<file path="src/design/expansion_pkg.sv">
// constants shared by the expansion select logic and its poll sequencer
// assumes a single ref_clk domain and an AXI4-Lite register master
package expansion_pkg;
   // ***************************
   // widths
   // ***************************
   localparam int ADDR_W = 8;
   localparam int ID_W = 3;
   localparam int DEV_BITS_DEFAULT = 3;
   localparam int WORD_W = 8;
   localparam int WORDS = 4;
   localparam logic [1:0] LAST_WORD = 2'h3;
   localparam logic [1:0] FIRST_WORD = 2'h0;

   // ***************************
   // register map (byte addresses)
   // ***************************
   localparam logic [7:0] STATUS_WORD0_OFS = 8'h00;
   localparam logic [7:0] STATUS_WORD3_OFS = 8'h0c;
   localparam logic [7:0] MODE_STATUS_OFS = 8'h10;
   localparam logic [7:0] STATUS_WORD_RST = 8'h00;

   // ***************************
   // mode status fields
   // ***************************
   localparam int FT_BIT = 0;
   localparam int POLLED_BIT = 1;
   localparam int ID_LSB = 2;
   localparam int WSEL_BIT = 5;
   localparam int RSEL_BIT = 6;
   localparam int DRIVE_BIT = 7;
   localparam int WORD_LSB = 8;
   localparam int WQ_LSB = 10;
   localparam int RQ_LSB = 18;

   // ***************************
   // bus responses
   // ***************************
   localparam logic [1:0] RESP_OKAY = 2'h0;
   localparam logic [1:0] RESP_SLVERR = 2'h2;

   typedef enum logic {POLL_IDLE, POLL_DRIVE} poll_state_t;
endpackage

</file>
<file path="src/design/poll_sequencer.sv">
// walks the four status words of one device across the flag bus
// assumes token_in is already synchronised to ref_clk
`timescale 1ns/1ns
module poll_sequencer (
   // clock and reset
   input wire logic ref_clk,
   input wire logic sys_rst,
   // control
   input wire logic polled,
   input wire logic start,
   input wire logic token_in,
   // poll state
   output logic drive,
   output logic [1:0] word,
   output logic poll_sync,
   output logic token_out
);
   expansion_pkg::poll_state_t state_ff;
   logic [1:0] word_ff;

   // ***************************
   // sequencing
   // ***************************
   // a token arriving while words are still being driven is dropped;
   // a healthy ring never does that
   always_ff @(posedge ref_clk) begin
      if (sys_rst || !polled) begin
         state_ff <= expansion_pkg::POLL_IDLE;
         word_ff <= expansion_pkg::FIRST_WORD;
      end else begin
         case (state_ff)
            expansion_pkg::POLL_IDLE: begin
               if (token_in || start) begin
                  state_ff <= expansion_pkg::POLL_DRIVE;
                  word_ff <= expansion_pkg::FIRST_WORD;
               end
            end
            expansion_pkg::POLL_DRIVE: begin
               if (word_ff == expansion_pkg::LAST_WORD) begin
                  state_ff <= expansion_pkg::POLL_IDLE;
                  word_ff <= expansion_pkg::FIRST_WORD;
               end else begin
                  word_ff <= word_ff + 2'h1;
               end
            end
            default: state_ff <= expansion_pkg::POLL_IDLE;
         endcase
      end
   end

   assign drive = (state_ff == expansion_pkg::POLL_DRIVE);
   assign word = word_ff;
   assign poll_sync = drive && (word_ff == expansion_pkg::FIRST_WORD);
   assign token_out = drive && (word_ff == expansion_pkg::LAST_WORD);

   // ***************************
   // checks
   // ***************************
   tok_start_a: assert property (@(posedge ref_clk) disable iff (sys_rst)
      (!drive && token_in && polled) |=> (drive && poll_sync))
      else $error("token did not start first word");
   word_step_a: assert property (@(posedge ref_clk) disable iff (sys_rst)
      (drive && word != 2'h3 && polled) |=> (drive && word == $past(word) + 2'h1))
      else $error("status word did not advance");
   tok_out_a: assert property (@(posedge ref_clk) disable iff (sys_rst)
      (poll_sync && polled) |-> ##3 (token_out && !poll_sync))
      else $error("token out not on fourth word");
   sync_once_a: assert property (@(posedge ref_clk) disable iff (sys_rst)
      poll_sync |=> !poll_sync [*3])
      else $error("poll sync high on a later word");
   wrap_word_a: assert property (@(posedge ref_clk) disable iff (sys_rst)
      (token_out && !token_in && !start) |=> !drive)
      else $error("drive kept after fourth word");
   ring_pass_c: cover property (@(posedge ref_clk) disable iff (sys_rst)
      token_in ##1 poll_sync ##3 token_out);
endmodule

</file>
<file path="src/design/queue_device_expansion_select.sv">
// expansion select: reset straps, chip identity match, poll token ring,
// AXI4-Lite register slave holding the four status words
// assumes every pin input is asynchronous to ref_clk
//
// Decided for this implementation: the AXI4-Lite register port and the placing of the registers.
`timescale 1ns/1ns
// Function
// - low fall-through select at master reset picks fall-through, high picks standard
// - in polled chain, accept flag bus token from previous device on token input
// - polled: pulse token output while fourth status word is on bus
// - edge after token receipt: drive first status word onto flag bus (here the third edge after the token pin, behind the two-stage synchroniser)
// - queue address buses 8 bits; upper bits pick device, lower pick queue
// - compare device bits with chip identity; respond only on match
// - identity latched at master reset; board keeps it stable
// - identities any order, eight devices, zero through seven
// - polled: one status word per edge, back to first after fourth
// - poll sync high while first word driven, low otherwise
// - flag scan select at master reset: high polled, low direct
module queue_device_expansion_select #(
   parameter int DEV_BITS = expansion_pkg::DEV_BITS_DEFAULT
) (
   // clock and reset
   input wire logic ref_clk,
   input wire logic sys_rst,
   // straps and master reset pins
   input wire logic master_reset_n,
   input wire logic fall_through_select,
   input wire logic flag_scan_select,
   input wire logic [expansion_pkg::ID_W-1:0] chip_identity,
   // queue selection pins
   input wire logic write_select_en,
   input wire logic [expansion_pkg::ADDR_W-1:0] write_queue_address,
   input wire logic read_select_en,
   input wire logic [expansion_pkg::ADDR_W-1:0] read_queue_address,
   // token ring and flag bus
   input wire logic flag_token_in,
   output logic flag_token_out,
   output logic poll_sync,
   output logic [expansion_pkg::WORD_W-1:0] almost_full_flag_bus,
   output logic almost_full_flag_bus_oe_n,
   // selection results
   output logic fall_through_mode,
   output logic write_selected,
   output logic read_selected,
   // axi4-lite slave
   input wire logic [7:0] s_axi_awaddr,
   input wire logic s_axi_awvalid,
   output logic s_axi_awready,
   input wire logic [31:0] s_axi_wdata,
   input wire logic [3:0] s_axi_wstrb,
   input wire logic s_axi_wvalid,
   output logic s_axi_wready,
   output logic [1:0] s_axi_bresp,
   output logic s_axi_bvalid,
   input wire logic s_axi_bready,
   input wire logic [7:0] s_axi_araddr,
   input wire logic s_axi_arvalid,
   output logic s_axi_arready,
   output logic [31:0] s_axi_rdata,
   output logic [1:0] s_axi_rresp,
   output logic s_axi_rvalid,
   input wire logic s_axi_rready
);
   localparam int PW = 7 + 2 * expansion_pkg::ADDR_W + expansion_pkg::ID_W;
   // ***************************
   // functions
   // ***************************
   function automatic logic dev_match(input logic [7:0] a,
                                      input logic [2:0] id);
      return (a >> (8 - DEV_BITS)) == (8'(id) & (8'hff >> (8 - DEV_BITS)));
   endfunction
   function automatic logic [7:0] queue_of(input logic [7:0] a);
      return a & (8'hff >> DEV_BITS);
   endfunction
   // ***************************
   // pin synchronisers
   // ***************************
   logic [PW-1:0] pin_meta_ff;
   logic [PW-1:0] pin_sync_ff;
   logic mrs_s, ft_s, fm_s, wen_s, ren_s, tok_s;
   logic [2:0] id_s;
   logic [7:0] wa_s, ra_s;
   always_ff @(posedge ref_clk) begin
      if (sys_rst) begin
         pin_meta_ff <= '0;
         pin_sync_ff <= '0;
      end else begin
         pin_meta_ff <= {master_reset_n, fall_through_select,
                         flag_scan_select, write_select_en, read_select_en,
                         flag_token_in, 1'b0, chip_identity,
                         write_queue_address, read_queue_address};
         pin_sync_ff <= pin_meta_ff;
      end
   end
   assign {mrs_s, ft_s, fm_s, wen_s, ren_s, tok_s} = pin_sync_ff[PW-1 -: 6];
   assign id_s = pin_sync_ff[2*8 +: 3];
   assign wa_s = pin_sync_ff[8 +: 8];
   assign ra_s = pin_sync_ff[0 +: 8];
   // ***************************
   // master reset straps
   // ***************************
   logic ft_ff, polled_ff, mrs_prev_ff;
   logic [2:0] id_ff;
   // straps follow the pins for the whole master reset, frozen after it
   always_ff @(posedge ref_clk) begin
      if (sys_rst) begin
         ft_ff <= 1'b0;
         polled_ff <= 1'b0;
         id_ff <= 3'h0;
         mrs_prev_ff <= 1'b0;
      end else begin
         mrs_prev_ff <= mrs_s;
         if (!mrs_s) begin
            ft_ff <= !ft_s;
            polled_ff <= fm_s;
            id_ff <= id_s;
         end
      end
   end
   assign fall_through_mode = ft_ff;
   // ***************************
   // queue selection
   // ***************************
   logic wsel_ff, rsel_ff;
   logic [7:0] wq_ff, rq_ff;
   always_ff @(posedge ref_clk) begin
      if (sys_rst || !mrs_s) begin
         wsel_ff <= 1'b0;
         wq_ff <= 8'h00;
      end else if (wen_s) begin
         wsel_ff <= dev_match(wa_s, id_ff);
         wq_ff <= queue_of(wa_s);
      end
   end

   always_ff @(posedge ref_clk) begin
      if (sys_rst || !mrs_s) begin
         rsel_ff <= 1'b0;
         rq_ff <= 8'h00;
      end else if (ren_s) begin
         rsel_ff <= dev_match(ra_s, id_ff);
         rq_ff <= queue_of(ra_s);
      end
   end
   assign write_selected = wsel_ff;
   assign read_selected = rsel_ff;
   // ***************************
   // poll ring
   // ***************************
   logic drive, start;
   logic [1:0] word;
   logic [7:0] status_ff [expansion_pkg::WORDS];
   // identity zero opens the ring once master reset lifts
   assign start = mrs_s && !mrs_prev_ff && (id_ff == 3'h0);
   poll_sequencer u_seq (
      .ref_clk(ref_clk),
      .sys_rst(sys_rst || !mrs_s),
      .polled(polled_ff),
      .start(start),
      .token_in(tok_s),
      .drive(drive),
      .word(word),
      .poll_sync(poll_sync),
      .token_out(flag_token_out)
   );
   // direct-mode word selection is outside this block, so the bus floats
   assign almost_full_flag_bus = drive ? status_ff[word] : 8'h00;
   assign almost_full_flag_bus_oe_n = !drive;
   // ***************************
   // axi4-lite slave
   // ***************************
   logic aw_held_ff, w_held_ff, bvalid_ff, rvalid_ff, wlane0_ff;
   logic [7:0] aw_ff;
   logic [31:0] w_ff, rdata_ff;
   logic [1:0] bresp_ff, rresp_ff;
   logic aw_take, w_take, ar_take, wr_go;
   assign s_axi_awready = !aw_held_ff && !bvalid_ff;
   assign s_axi_wready = !w_held_ff && !bvalid_ff;
   assign s_axi_arready = !rvalid_ff;
   assign aw_take = s_axi_awvalid && s_axi_awready;
   assign w_take = s_axi_wvalid && s_axi_wready;
   assign ar_take = s_axi_arvalid && s_axi_arready;
   assign wr_go = aw_held_ff && w_held_ff;
   always_ff @(posedge ref_clk) begin
      if (sys_rst) begin
         aw_held_ff <= 1'b0;
         w_held_ff <= 1'b0;
         aw_ff <= 8'h00;
         w_ff <= 32'h0;
         wlane0_ff <= 1'b0;
      end else if (wr_go) begin
         aw_held_ff <= 1'b0;
         w_held_ff <= 1'b0;
      end else begin
         if (aw_take) begin
            aw_held_ff <= 1'b1;
            aw_ff <= s_axi_awaddr;
         end
         if (w_take) begin
            w_held_ff <= 1'b1;
            w_ff <= s_axi_wdata;
            wlane0_ff <= s_axi_wstrb[0];
         end
      end
   end
   // low byte lane only; strobe latched with w, as w may move once taken
   always_ff @(posedge ref_clk) begin
      if (sys_rst) begin
         for (int i = 0; i < expansion_pkg::WORDS; i++) begin
            status_ff[i] <= expansion_pkg::STATUS_WORD_RST;
         end
      end else if (wr_go && aw_ff[1:0] == 2'h0 && wlane0_ff &&
                   aw_ff <= expansion_pkg::STATUS_WORD3_OFS) begin
         status_ff[aw_ff[3:2]] <= w_ff[7:0];
      end
   end
   always_ff @(posedge ref_clk) begin
      if (sys_rst) begin
         bvalid_ff <= 1'b0;
         bresp_ff <= expansion_pkg::RESP_OKAY;
      end else if (wr_go) begin
         bvalid_ff <= 1'b1;
         bresp_ff <= (aw_ff[1:0] == 2'h0 &&
                      aw_ff <= expansion_pkg::STATUS_WORD3_OFS) ?
                     expansion_pkg::RESP_OKAY : expansion_pkg::RESP_SLVERR;
      end else if (s_axi_bready) begin
         bvalid_ff <= 1'b0;
      end
   end
   always_ff @(posedge ref_clk) begin
      if (sys_rst) begin
         rvalid_ff <= 1'b0;
         rdata_ff <= 32'h0;
         rresp_ff <= expansion_pkg::RESP_OKAY;
      end else if (ar_take) begin
         rvalid_ff <= 1'b1;
         rresp_ff <= expansion_pkg::RESP_OKAY;
         rdata_ff <= 32'h0;
         if (s_axi_araddr[1:0] == 2'h0 &&
             s_axi_araddr <= expansion_pkg::STATUS_WORD3_OFS) begin
            rdata_ff <= {24'h0, status_ff[s_axi_araddr[3:2]]};
         end else if (s_axi_araddr == expansion_pkg::MODE_STATUS_OFS) begin
            rdata_ff[expansion_pkg::FT_BIT] <= ft_ff;
            rdata_ff[expansion_pkg::POLLED_BIT] <= polled_ff;
            rdata_ff[expansion_pkg::ID_LSB +: 3] <= id_ff;
            rdata_ff[expansion_pkg::WSEL_BIT] <= wsel_ff;
            rdata_ff[expansion_pkg::RSEL_BIT] <= rsel_ff;
            rdata_ff[expansion_pkg::DRIVE_BIT] <= drive;
            rdata_ff[expansion_pkg::WORD_LSB +: 2] <= word;
            rdata_ff[expansion_pkg::WQ_LSB +: 8] <= wq_ff;
            rdata_ff[expansion_pkg::RQ_LSB +: 8] <= rq_ff;
         end else begin
            rresp_ff <= expansion_pkg::RESP_SLVERR;
         end
      end else if (s_axi_rready) begin
         rvalid_ff <= 1'b0;
      end
   end
   assign s_axi_bvalid = bvalid_ff;
   assign s_axi_bresp = bresp_ff;
   assign s_axi_rvalid = rvalid_ff;
   assign s_axi_rdata = rdata_ff;
   assign s_axi_rresp = rresp_ff;
   // ***************************
   // checks
   // ***************************
   ft_latch_a: assert property (@(posedge ref_clk) disable iff (sys_rst)
      !mrs_s |=> (fall_through_mode == !$past(ft_s)))
      else $error("fall-through strap not taken");
   scan_latch_a: assert property (@(posedge ref_clk) disable iff (sys_rst)
      !mrs_s |=> (polled_ff == $past(fm_s)))
      else $error("flag scan strap not taken");
   id_hold_a: assert property (@(posedge ref_clk) disable iff (sys_rst)
      (mrs_s && $past(mrs_s)) |-> $stable(id_ff))
      else $error("identity moved outside master reset");
   wr_match_a: assert property (@(posedge ref_clk) disable iff (sys_rst)
      (mrs_s && wen_s && DEV_BITS == 3) |=> (wq_ff == ($past(wa_s) & 8'h1f) &&
         write_selected == (($past(wa_s) >> 5) == 8'(id_ff))))
      else $error("write select does not follow identity");
   rd_match_a: assert property (@(posedge ref_clk) disable iff (sys_rst)
      (mrs_s && ren_s && ra_s[7:5] != id_ff && DEV_BITS == 3) |=> !read_selected)
      else $error("read selected on foreign identity");
   bus_word_a: assert property (@(posedge ref_clk) disable iff (sys_rst)
      poll_sync |-> (!almost_full_flag_bus_oe_n &&
         almost_full_flag_bus == status_ff[0]))
      else $error("first status word not on bus");
   wsel_c: cover property (@(posedge ref_clk) disable iff (sys_rst)
      wen_s ##1 write_selected);
   ring_c: cover property (@(posedge ref_clk) disable iff (sys_rst)
      flag_token_out ##[1:8] poll_sync);
   axi_c: cover property (@(posedge ref_clk) disable iff (sys_rst)
      s_axi_bvalid ##[1:20] s_axi_rvalid);
endmodule
</file>
<file path="config.mk">
export PLATFORM = sky130hd
export DESIGN_NAME = queue_device_expansion_select
export DESIGN_NICKNAME = d
export VERILOG_FILES = /design/src/design/expansion_pkg.sv /design/src/design/poll_sequencer.sv /design/src/design/queue_device_expansion_select.sv
export SDC_FILE = /design/constraint.sdc
export NUM_CORES = 1
export LEC_CHECK = 0
export BUFFER_PORTS_ARGS = -buffer_cell sky130_fd_sc_hd__buf_2
export CORE_ASPECT_RATIO = 0.7
export CORE_MARGIN = 2
export CORE_UTILIZATION = 40
export CTS_CLUSTER_DIAMETER = 100
export CTS_CLUSTER_SIZE = 12
export DETAILED_ROUTE_END_ITERATION = 6
export HOLD_SLACK_MARGIN = 0.02
export PLACE_DENSITY = 0.58
export SLEW_MARGIN = 10
export SYNTH_ARGS = -nofsm -noshare
export SYNTH_HDL_FRONTEND = slang
export SYNTH_SLANG_ARGS = --single-unit
</file>
<file path="constraint.sdc">
create_clock -name ref_clk -period 6.87 [get_ports ref_clk]
set_input_delay 0.687 -clock ref_clk [delete_from_list [all_inputs] [get_ports ref_clk]]
set_output_delay 0.687 -clock ref_clk [all_outputs]
set_load 0.05 [all_outputs]
</file>
# == Yosys cells after proc, flatten, opt, wreduce, memory -nomap -nowiden ==
# Memories as Yosys holds them, arrays and structs flattened. A register that Yosys moved wholly into a read port is not among the register bits.
# Index checks and enable logic that the tools add are counted.
# classes
n_addsub,1
order_cmp,2
eq_ne,5
muxes,26
bitwise_logic,2
n_reduce_logical,37
# op_table
cell,count
23-bit two-way mux,2
"8-bit by 4-bit <= comparator with 1-bit output, second input constant",2
2-bit two-way mux,8
8-bit two-way mux,2
1-bit logical AND,15
1-bit two-way mux,12
1-bit logical NOT,9
"8-bit by 5-bit == test with 1-bit output, second input constant",1
8-bit OR reduction,1
3-bit == test,2
2-bit logical NOT,3
2-bit case mux with 2 select lines,1
2-bit AND reduction,2
2-bit nonzero test,2
3-bit logical NOT,1
1-bit logical OR,3
"2-bit by 1-bit adder with 2-bit output, second input constant",1
"2-bit == test, second input constant",1
"2-bit by 1-bit != test with 1-bit output, second input constant",1
1-bit inverter,2
1-bit case mux with 2 select lines,1
2-bit OR reduction,1
# totals
reg_bits,124
mem_bits_rw,32
inputBits,84
output_inout_bits,55
word_cells,97
memories,1
# mem_list
name,words,width,rd,rd_ports_with_merged_regs,write_ports,line,rtl
status_ff,4,8,2,1,4,queue_device_expansion_select.sv:152,logic [7:0] status_ff [expansion_pkg::WORDS];

# == Logic depth before layout (Yosys ltp) ==
# Gate-level depths: netlist of run 1.
# logic_depth
word_depth,9
ltp_mapped,6
mapped_depth_nobuf,4

# == Modules after synthesis ==
# From an unflattened synthesis of run 1, not the netlist that was laid out.
# unflattened
hier_cells,535
area_unflattened_um2,6029.5
# modules_own_cells
module,instances,cells_each,area_each_um2
queue_device_expansion_select,1,517,5863.1
poll_sequencer,1,18,166.4

# == Worst setup path after synthesis of run 1 ==
# OpenSTA, ideal clock, no wires.
# synth_path
path_kind,register to register
start,register aw_ff[1]
end,"memory status_ff[0][0], enable pin"
arrival_ps,1973
setup_slack_ps,4522
path_stages_with_launch,5
n_path_buf,1
cell_sequence,dfxtp_1 or4_4 or4_1 buf_4 o21bai_1
# synth_rtl
element,line,rtl
start: declaration,queue_device_expansion_select.sv:173,logic [7:0] aw_ff;
start signal: assignment,queue_device_expansion_select.sv:197,aw_ff <= s_axi_awaddr;
end: declaration,queue_device_expansion_select.sv:152,

==> summary.md, run 1 <==
| Metric | Value |
|---|---|
| Outcome | `finished, final reports clean` |
| Synth top area share | `about two fifths` |
| Number of routed nets with antenna violations | `0` |
| Largest net degree at the start of global routing | `92` |
| Total Neg Setup Slack | `0 ns` |
| Critical path endpoint | `status_ff[0][0]` |
| Cts bufs inserted | `17` |
| Top FF cell, synth | `dfxtp_1` |
| R2r setup slk | `4.09 ns` |
| Asr flop ratio synth | `0%` |
| Most common cell after layout, fill and taps aside | `dfxtp_1` |
| Largest delay contributor family on the critical path | `simple AND/OR/NAND/NOR gates` |
| P_sw | `516 uW` |
| Busiest layer in global routing | `met1` |
| Gr usage total | `~17%` |
| Cts repair resizes | `0` |
| Number of DRC markers in iteration 0 | `245` |
| Placed Area | `6600 sq um` |
| I/O pins | `139` |
| Syn Inst Count | `539` |
| Cell accounting for the most synthesized area | `dfxtp_1` |
| Die Wd | `around 150 microns` |
| Pleak | `roughly 2.7 nW` |
| GR Util met2 | `23.7%` |
| TritonCTS sink count | `148` |
| Crit. End Element | `flip-flop` |
| Fin nets | `700` |
| Layout cells sized above 1 | `27.4%` |
| CTS tree | `done` |
| Fmax | `360 MHz` |
| Buffers and inverters on the worst path | `0` |
| CP Launch Point | `aw_ff[1]` |
| # setup viols final | `0` |
| Cell count of the worst reg-to-reg path | `3` |
| Worst rel slew slack | `between 30 and 40%` |
| CTS Hold Bufs | `0` |
| WP depth | `3` |
| Synth Area per Inst | `11.3 sq um` |
| VDD IR-drop max | `0.170 mV` |
| Cell Area, Synth | `around 6100 sq um` |
| Pre-Repair DR Iteration Count | `4` |
| M3 GR Usage | `under 10%` |
| Comb pwr share | `~8.2%` |
| Max-Cap Viols | `0` |
| Post-synth EDFFs | `32` |
| Worst Tran Pin Value | `slightly above 1 ns` |
| Worst-case clock buffer depth | `2` |
| Worst hold slack | `0.439 ns` |
| Sequential element share of the synthesized area | `a little over half` |
| Most frequent cells in the layout | `116 x dfxtp_1, 97 x buf_2, 51 x nor2b_1` |
| Gr ovfl total | `0` |
| Drt drc | `0` |
| RSZ-0062 raised after global routing | `false` |
| Power per cell area | `279 nW/um^2` |
| Vias in the first global route | `around 3900` |
| Fin. Hold Viols | `0` |
| Post-CTS Repair Setup Buffers | `0` |
| Met1 usage | `26.7%` |
| Routability Congestion | `roughly 0.78` |
| Post-synthesis cell type count | `between 40 and 50` |
| Fin. max-slew vios | `0` |
| DIE AREA | `16200 sq um` |
| H-tree Lvls | `4` |
| CP startpoint kind | `flip-flop` |
| Die H | `107 microns` |
| Clock Latency Late Sink | `0.42 ns` |
| Ordered list of cells on the worst path | `or4_4, or4_1, o21bai_1` |
| Final Cell Area | `slightly above 7000 sq um` |
| Worst-path clk slew | `0.06 ns` |
| R2R Path End | `status_ff[0][0]` |
| Critical path arrival | `2.83 ns` |
| Tmin final | `2.78 ns` |
| DP HPWL | `9340 microns` |
| Diode count | `0` |
| RR Startpoint | `aw_ff[1]` |
| Synthesis-stage register bit count | `148` |
| Crit Path Category | `reg -> reg` |
| Max Clock Skew | `around 0.0085 ns` |
| Initial Util | `41.2%` |
| Max incr delay on CP | `0.79 ns` |
| Sequential fraction of design power | `between 40 and 50%` |
| Switching fraction of total power | `25.8%` |
| Core area | `14800 sq um` |
| Largest cells by area after synthesis | `dfxtp_1 38%, edfxtp_1 16%, mux4_2 5.9%` |
| Clk network pwr share | `44.5%` |
| Slowest-stage cell, CP | `or4_1` |
| WL final | `13400 microns` |
| Rows | `37` |
| P_int | `1.49 mW` |
| Crit-path max FO | `9` |
| Antenna violations before repair | `1` |
| Global-route wire length before repair | `about 21000 microns` |
| Critical Path RT | `approximately 6.9 ns` |
| Avg WL per Cell | `16.3 microns` |
| Port bufs | `between 90 and 100` |
| Class of the worst hold path | `reg -> reg` |
| Final Cycle Share | `40.5%` |
| Yosys Warn Count | `0` |
| Area grow syn2layout | `18.0%` |
| Avg Vias per Cell | `4.98` |
| Via count | `4090` |
| CTS root buf | `clkbuf_16` |
| Hold Startpoint | `pin_meta_ff[12]` |
==> cells in the mapped netlist, types with 2 or more instances <==
library cell,instances
nand4_1,14
a21oi_1,22
clkbuf_1,32
nor4bb_1,12
and2_1,26
nor3b_2,8
mux4_2,16
nand2b_1,8
xnor2_1,6
nor3_1,2
ha_1,2
inv_1,9
and4_1,8
o211ai_1,2
nor2b_1,51
edfxtp_1,32
a2111oi_0,7
nor2_1,49
nand2_1,15
or4_4,2
buf_4,15
dfxtp_1,116
buf_2,3
nor4_1,9
a211o_1,8
nor3b_1,2
buf_6,2
or3b_2,9
mux2i_1,31
buf_1,6
==> cells by family after synthesis <==
family | after synthesis | share of synthesized area (%)
compound gates | 46 | 5.25
xor+xnor | 6 | 0.865
fa+ha+maj | 2 | 0.412
buf+inv | 67 | 5.37
flops | 148 | 54.0
mux | 47 | 11.0
other cells | 1 | 0.0617
simple gates | 222 | 23.0
==> state kept, by name, indices dropped and copies added (netlist names), 2 cells and up, named ones only <==
register / count
status_ff: 32
pin_meta_ff: 25
pin_sync_ff: 25
s_axi_rdata: 20
aw_ff: 8
w_ff: 8
rq_ff: 5
wq_ff: 5
id_ff: 3
u_seq.word: 2
==> power groups by stage <==
stage	combinational, mW	sequential [mW]	clock, mW
5_1_grt	0.177	0.952	0.942
2_1_floorplan	0.117	0.971	0
6_report	0.163	0.948	0.891
4_1_cts	0.164	0.948	0.905
3_5_place_dp	0.164	0.967	0
3_3_place_gp	0.160	0.966	0
==> area by class of cell <==
type                            count  area [sq um]
Fill cell                        1345          7600
Sequential cell                   148          3280
Multi-Input combinational cell    337          2520
Timing Repair Buffer              101           515
Clock buffer                       17           425
Tap cell                          195           244
Clock inverter                     15           145
Inverter                            9          33.8
==> worst min path at each step <==
stage / endpoint / slack [ns] / cells past startpoint
2_1_floorplan: pin_sync_ff[0] / 0.41 / 1
3_3_place_gp: pin_sync_ff[8] / 0.43 / 1
3_5_place_dp: pin_sync_ff[18] / 0.42 / 1
4_1_cts: pin_sync_ff[18] / 0.44 / 1
5_1_grt: pin_sync_ff[18] / 0.46 / 1
6_report: pin_sync_ff[12] / 0.44 / 1
==> per-layer routing <==
layer / wire [microns] / up-vias / part of all wire (%)
met1: 6970 / 1886 / 52
met2: 5380 / 151 / 40
met3: 903 / 17 / 6.7
li1: - / 2036 / -
met5: 0 / - / 0
met4: 186 / 0 / 1.4
==> stage by stage <==
stage,worst slack (ns),total power [mW],util (%),cells
6_report,4.09,2.00,48.5,822
3_3_place_gp,3.97,1.13,44.7,790
5_1_grt,3.91,2.07,48.5,822
3_5_place_dp,3.93,1.13,44.7,790
4_1_cts,4.04,2.02,48.5,822
2_1_floorplan,4.52,1.09,-,552
==> worst register-to-register path: stages, from the launching register on <==
cell	delay, ns
dfxtp_1	0.31
or4_4	0.57
or4_1	0.79
o21bai_1	0.74
Power figures use the tool's default switching activity.
==> run 2, diff against run 1 <==
clock period = 2.8 ns   (was 6.87 ns; I/O delays follow)
==> run 2 against run 1 <==
  * Wire length down 0.22%
  * Final cell count is 0.85% higher
  * Clock-buffer cell count unchanged
  * Design area is 1.1% higher
  * Highest routed layer unchanged
  * Flip-flop and latch count stayed put
  * Clock power rose to 2.5 times the previous value
  * Clock skew is 0.0011 ns lower
  * Worst setup slack got worse by 3.7 ns
  * Combinational power rose to 2.5 times the previous value
  * Sequential power is 140% higher
==> summary.md, run 2 (synthesis gave the netlist of run 1 again) <==
| Metric | Value |
|---|---|
| Total Neg Setup Slack | `0 ns` |
| Critical Path RT | `2.52 ns` |
| Via count | `4149` |
| Avg WL per Cell | `16.2 microns` |
| Fin nets | `around 710` |
| Drt drc | `0` |
| Post-CTS Repair Setup Buffers | `0` |
| Rows | `37` |
| Vias in the first global route | `3963` |
| Class of the worst hold path | `in -> reg` |
| Worst-case clock buffer depth | `2` |
| RSZ-0062 raised after global routing | `false` |
| Setup WS pre-CTS | `~0.67 ns` |
| H-tree Lvls | `4` |
| DP HPWL | `9400 microns` |
| Max incr delay on CP | `approximately 0.69 ns` |
| Port bufs | `between 90 and 100` |
| Worst Tran Pin Value | `0.657 ns` |
| Number of routed nets with antenna violations | `0` |
| VDD IR-drop max | `0.429 mV` |
| Crit. End Element | `output port` |
| Clock Latency Late Sink | `about 0.41 ns` |
| Most common cell after layout, fill and taps aside | `dfxtp_1` |
| Diode count | `0` |
| Outcome | `finished, final reports clean` |
| Biggest regs | `status_ff: 32 flops, pin_meta_ff: 25 flops, pin_sync_ff: 25 flops` |
| Core area | `14800 sq um` |
| Final setup margin | `slightly above 0.4 ns` |
| Antenna violations before repair | `0` |
| Worst rel slew slack | `56.2%` |
| Buffers and inverters on the worst path | `1` |
| Clk network pwr share | `45.4%` |
| Fin. max-slew vios | `0` |
| Sequential fraction of design power | `a little under half` |
| WL final | `13400 microns` |
| Worst-path clk slew | `0.06 ns` |
| Pleak | `2.79 nW` |
| Gr usage total | `17.5%` |
| Multi-input gate area | `roughly 2500 sq um` |
| Fmax | `419 MHz` |
| Routability Congestion | `slightly below 0.8` |
| Max FFs per register | `32` |
| # setup viols final | `0` |
| Cts repair resizes | `0` |
| Global-route wire length before repair | `21500 microns` |
| I/O pins | `approximately 140` |
| DIE AREA | `16200 sq um` |
| Tmin final | `2.39 ns` |
| Final Core Density | `49.1%` |
| Largest net degree at the start of global routing | `61` |
| Critical path arrival | `2.11 ns` |
| Crit-path max FO | `8` |
| Cts bufs inserted | `17` |
| Power per cell area | `691 nW/um^2` |
| Gr ovfl total | `0` |
| TritonCTS sink count | `148` |
| Max-Cap Viols | `0` |
| Die Wd | `151 microns` |
| CTS tree | `done` |
| Fin. Hold Viols | `0` |
| Most frequent cells in the layout | `116 x dfxtp_1, 97 x buf_2, 51 x nor2b_1` |
| Fill cells | `1346` |
| FF/Latch Area | `approximately 3300 sq um` |
| Slowest-stage cell, CP | `dfxtp_1` |
| P_int | `3.75 mW` |
| Avg Vias per Cell | `5.00` |
| CTS Hold Bufs | `0` |
| Layout cells sized above 1 | `28.2%` |
| P_sw | `1.26 mW` |
| Biggest register | `status_ff` |
| Max Clock Skew | `0.00741 ns` |
| Switching fraction of total power | `between 20% and 30%` |
| Number of DRC markers in iteration 0 | `approximately 260` |
| Final Cycle Share | `85.3%` |
| Area grow syn2layout | `19.3%` |
| Die H | `between 100 and 150 microns` |
| CTS root buf | `clkbuf_16` |
| Largest delay contributor family on the critical path | `flip-flops` |
| Comb pwr share | `8.3%` |
| Pre-Repair DR Iteration Count | `4` |
| Crit Path Category | `reg -> out` |
| Initial Util | `41.2%` |
| CP startpoint kind | `flip-flop` |
| Ordered list of cells on the worst path | `mux4_2, and2_1, buf_2` |
[run 2: cell types whose count changed in the layout (fill, tap and decap cells not counted), sizes merged]
cell / change
inv: -1
buf: +7
bufinv: +1
clkinv: +2
clkinvlp: -2
[run 2: power by group through the flow]
stage	logic [mW]	clock network, mW	registers, mW
after floorplan	0.287	0	2.38
after global placement	0.408	0	2.36
after detailed placement	0.414	0	2.37
after CTS	0.416	2.32	2.32
after global routing	0.449	2.40	2.33
final	0.414	2.27	2.32
[run 2: cell type report]
type | instances | share of cell area (%)
well taps | 195 | 3.37
repair buffers | 108 | 7.84
clock buffers | 17 | 5.87
flip-flops and latches | 148 | 45.3
inverters | 9 | 0.466
multi-input cells | 337 | 34.8
clock inverters | 15 | 2.37
[run 2: path summary, 6_finish.rpt]
kind | from | slack, ns | to | depth (start not counted)
worst max-delay path | flip-flop | 0.41 | almost_full_flag_bus[7] | 3
worst min-delay path | write_queue_address[3] | 0.07 | pin_meta_ff[11] | 2
worst max register to register | aw_ff[1] | 0.69 | status_ff[1][3] | 4
worst min register to register | pin_meta_ff[12] | 0.44 | pin_sync_ff[12] | 1
[run 2: worst reg2reg max path: stages (launching register included)]
cell     delay, ns
dfxtp_1       0.31
or4_4         0.57
nor4_2        0.28
buf_4         0.21
or2_1         0.39
[run 2: routing by layer]
| metal | track usage (%) | routed length (microns) |
|---|---|---|
| met5 | 0 | 0 |
| met4 | 5.61 | 195 |
| met3 | 4.13 | 1000 |
| met2 | 23.7 | 5310 |
| met1 | 27.0 | 6890 |
[run 2: per-stage QoR]
stage,cell area [sq um],instances,hold slack [ns],power [mW]
floorplan,6130,552,0.408,2.67
global placement,6650,797,0.432,2.77
detailed placement,6650,797,0.425,2.78
CTS,7250,829,0.0592,5.06
global route,7250,829,0.0706,5.18
finish,7250,829,0.0730,5.01
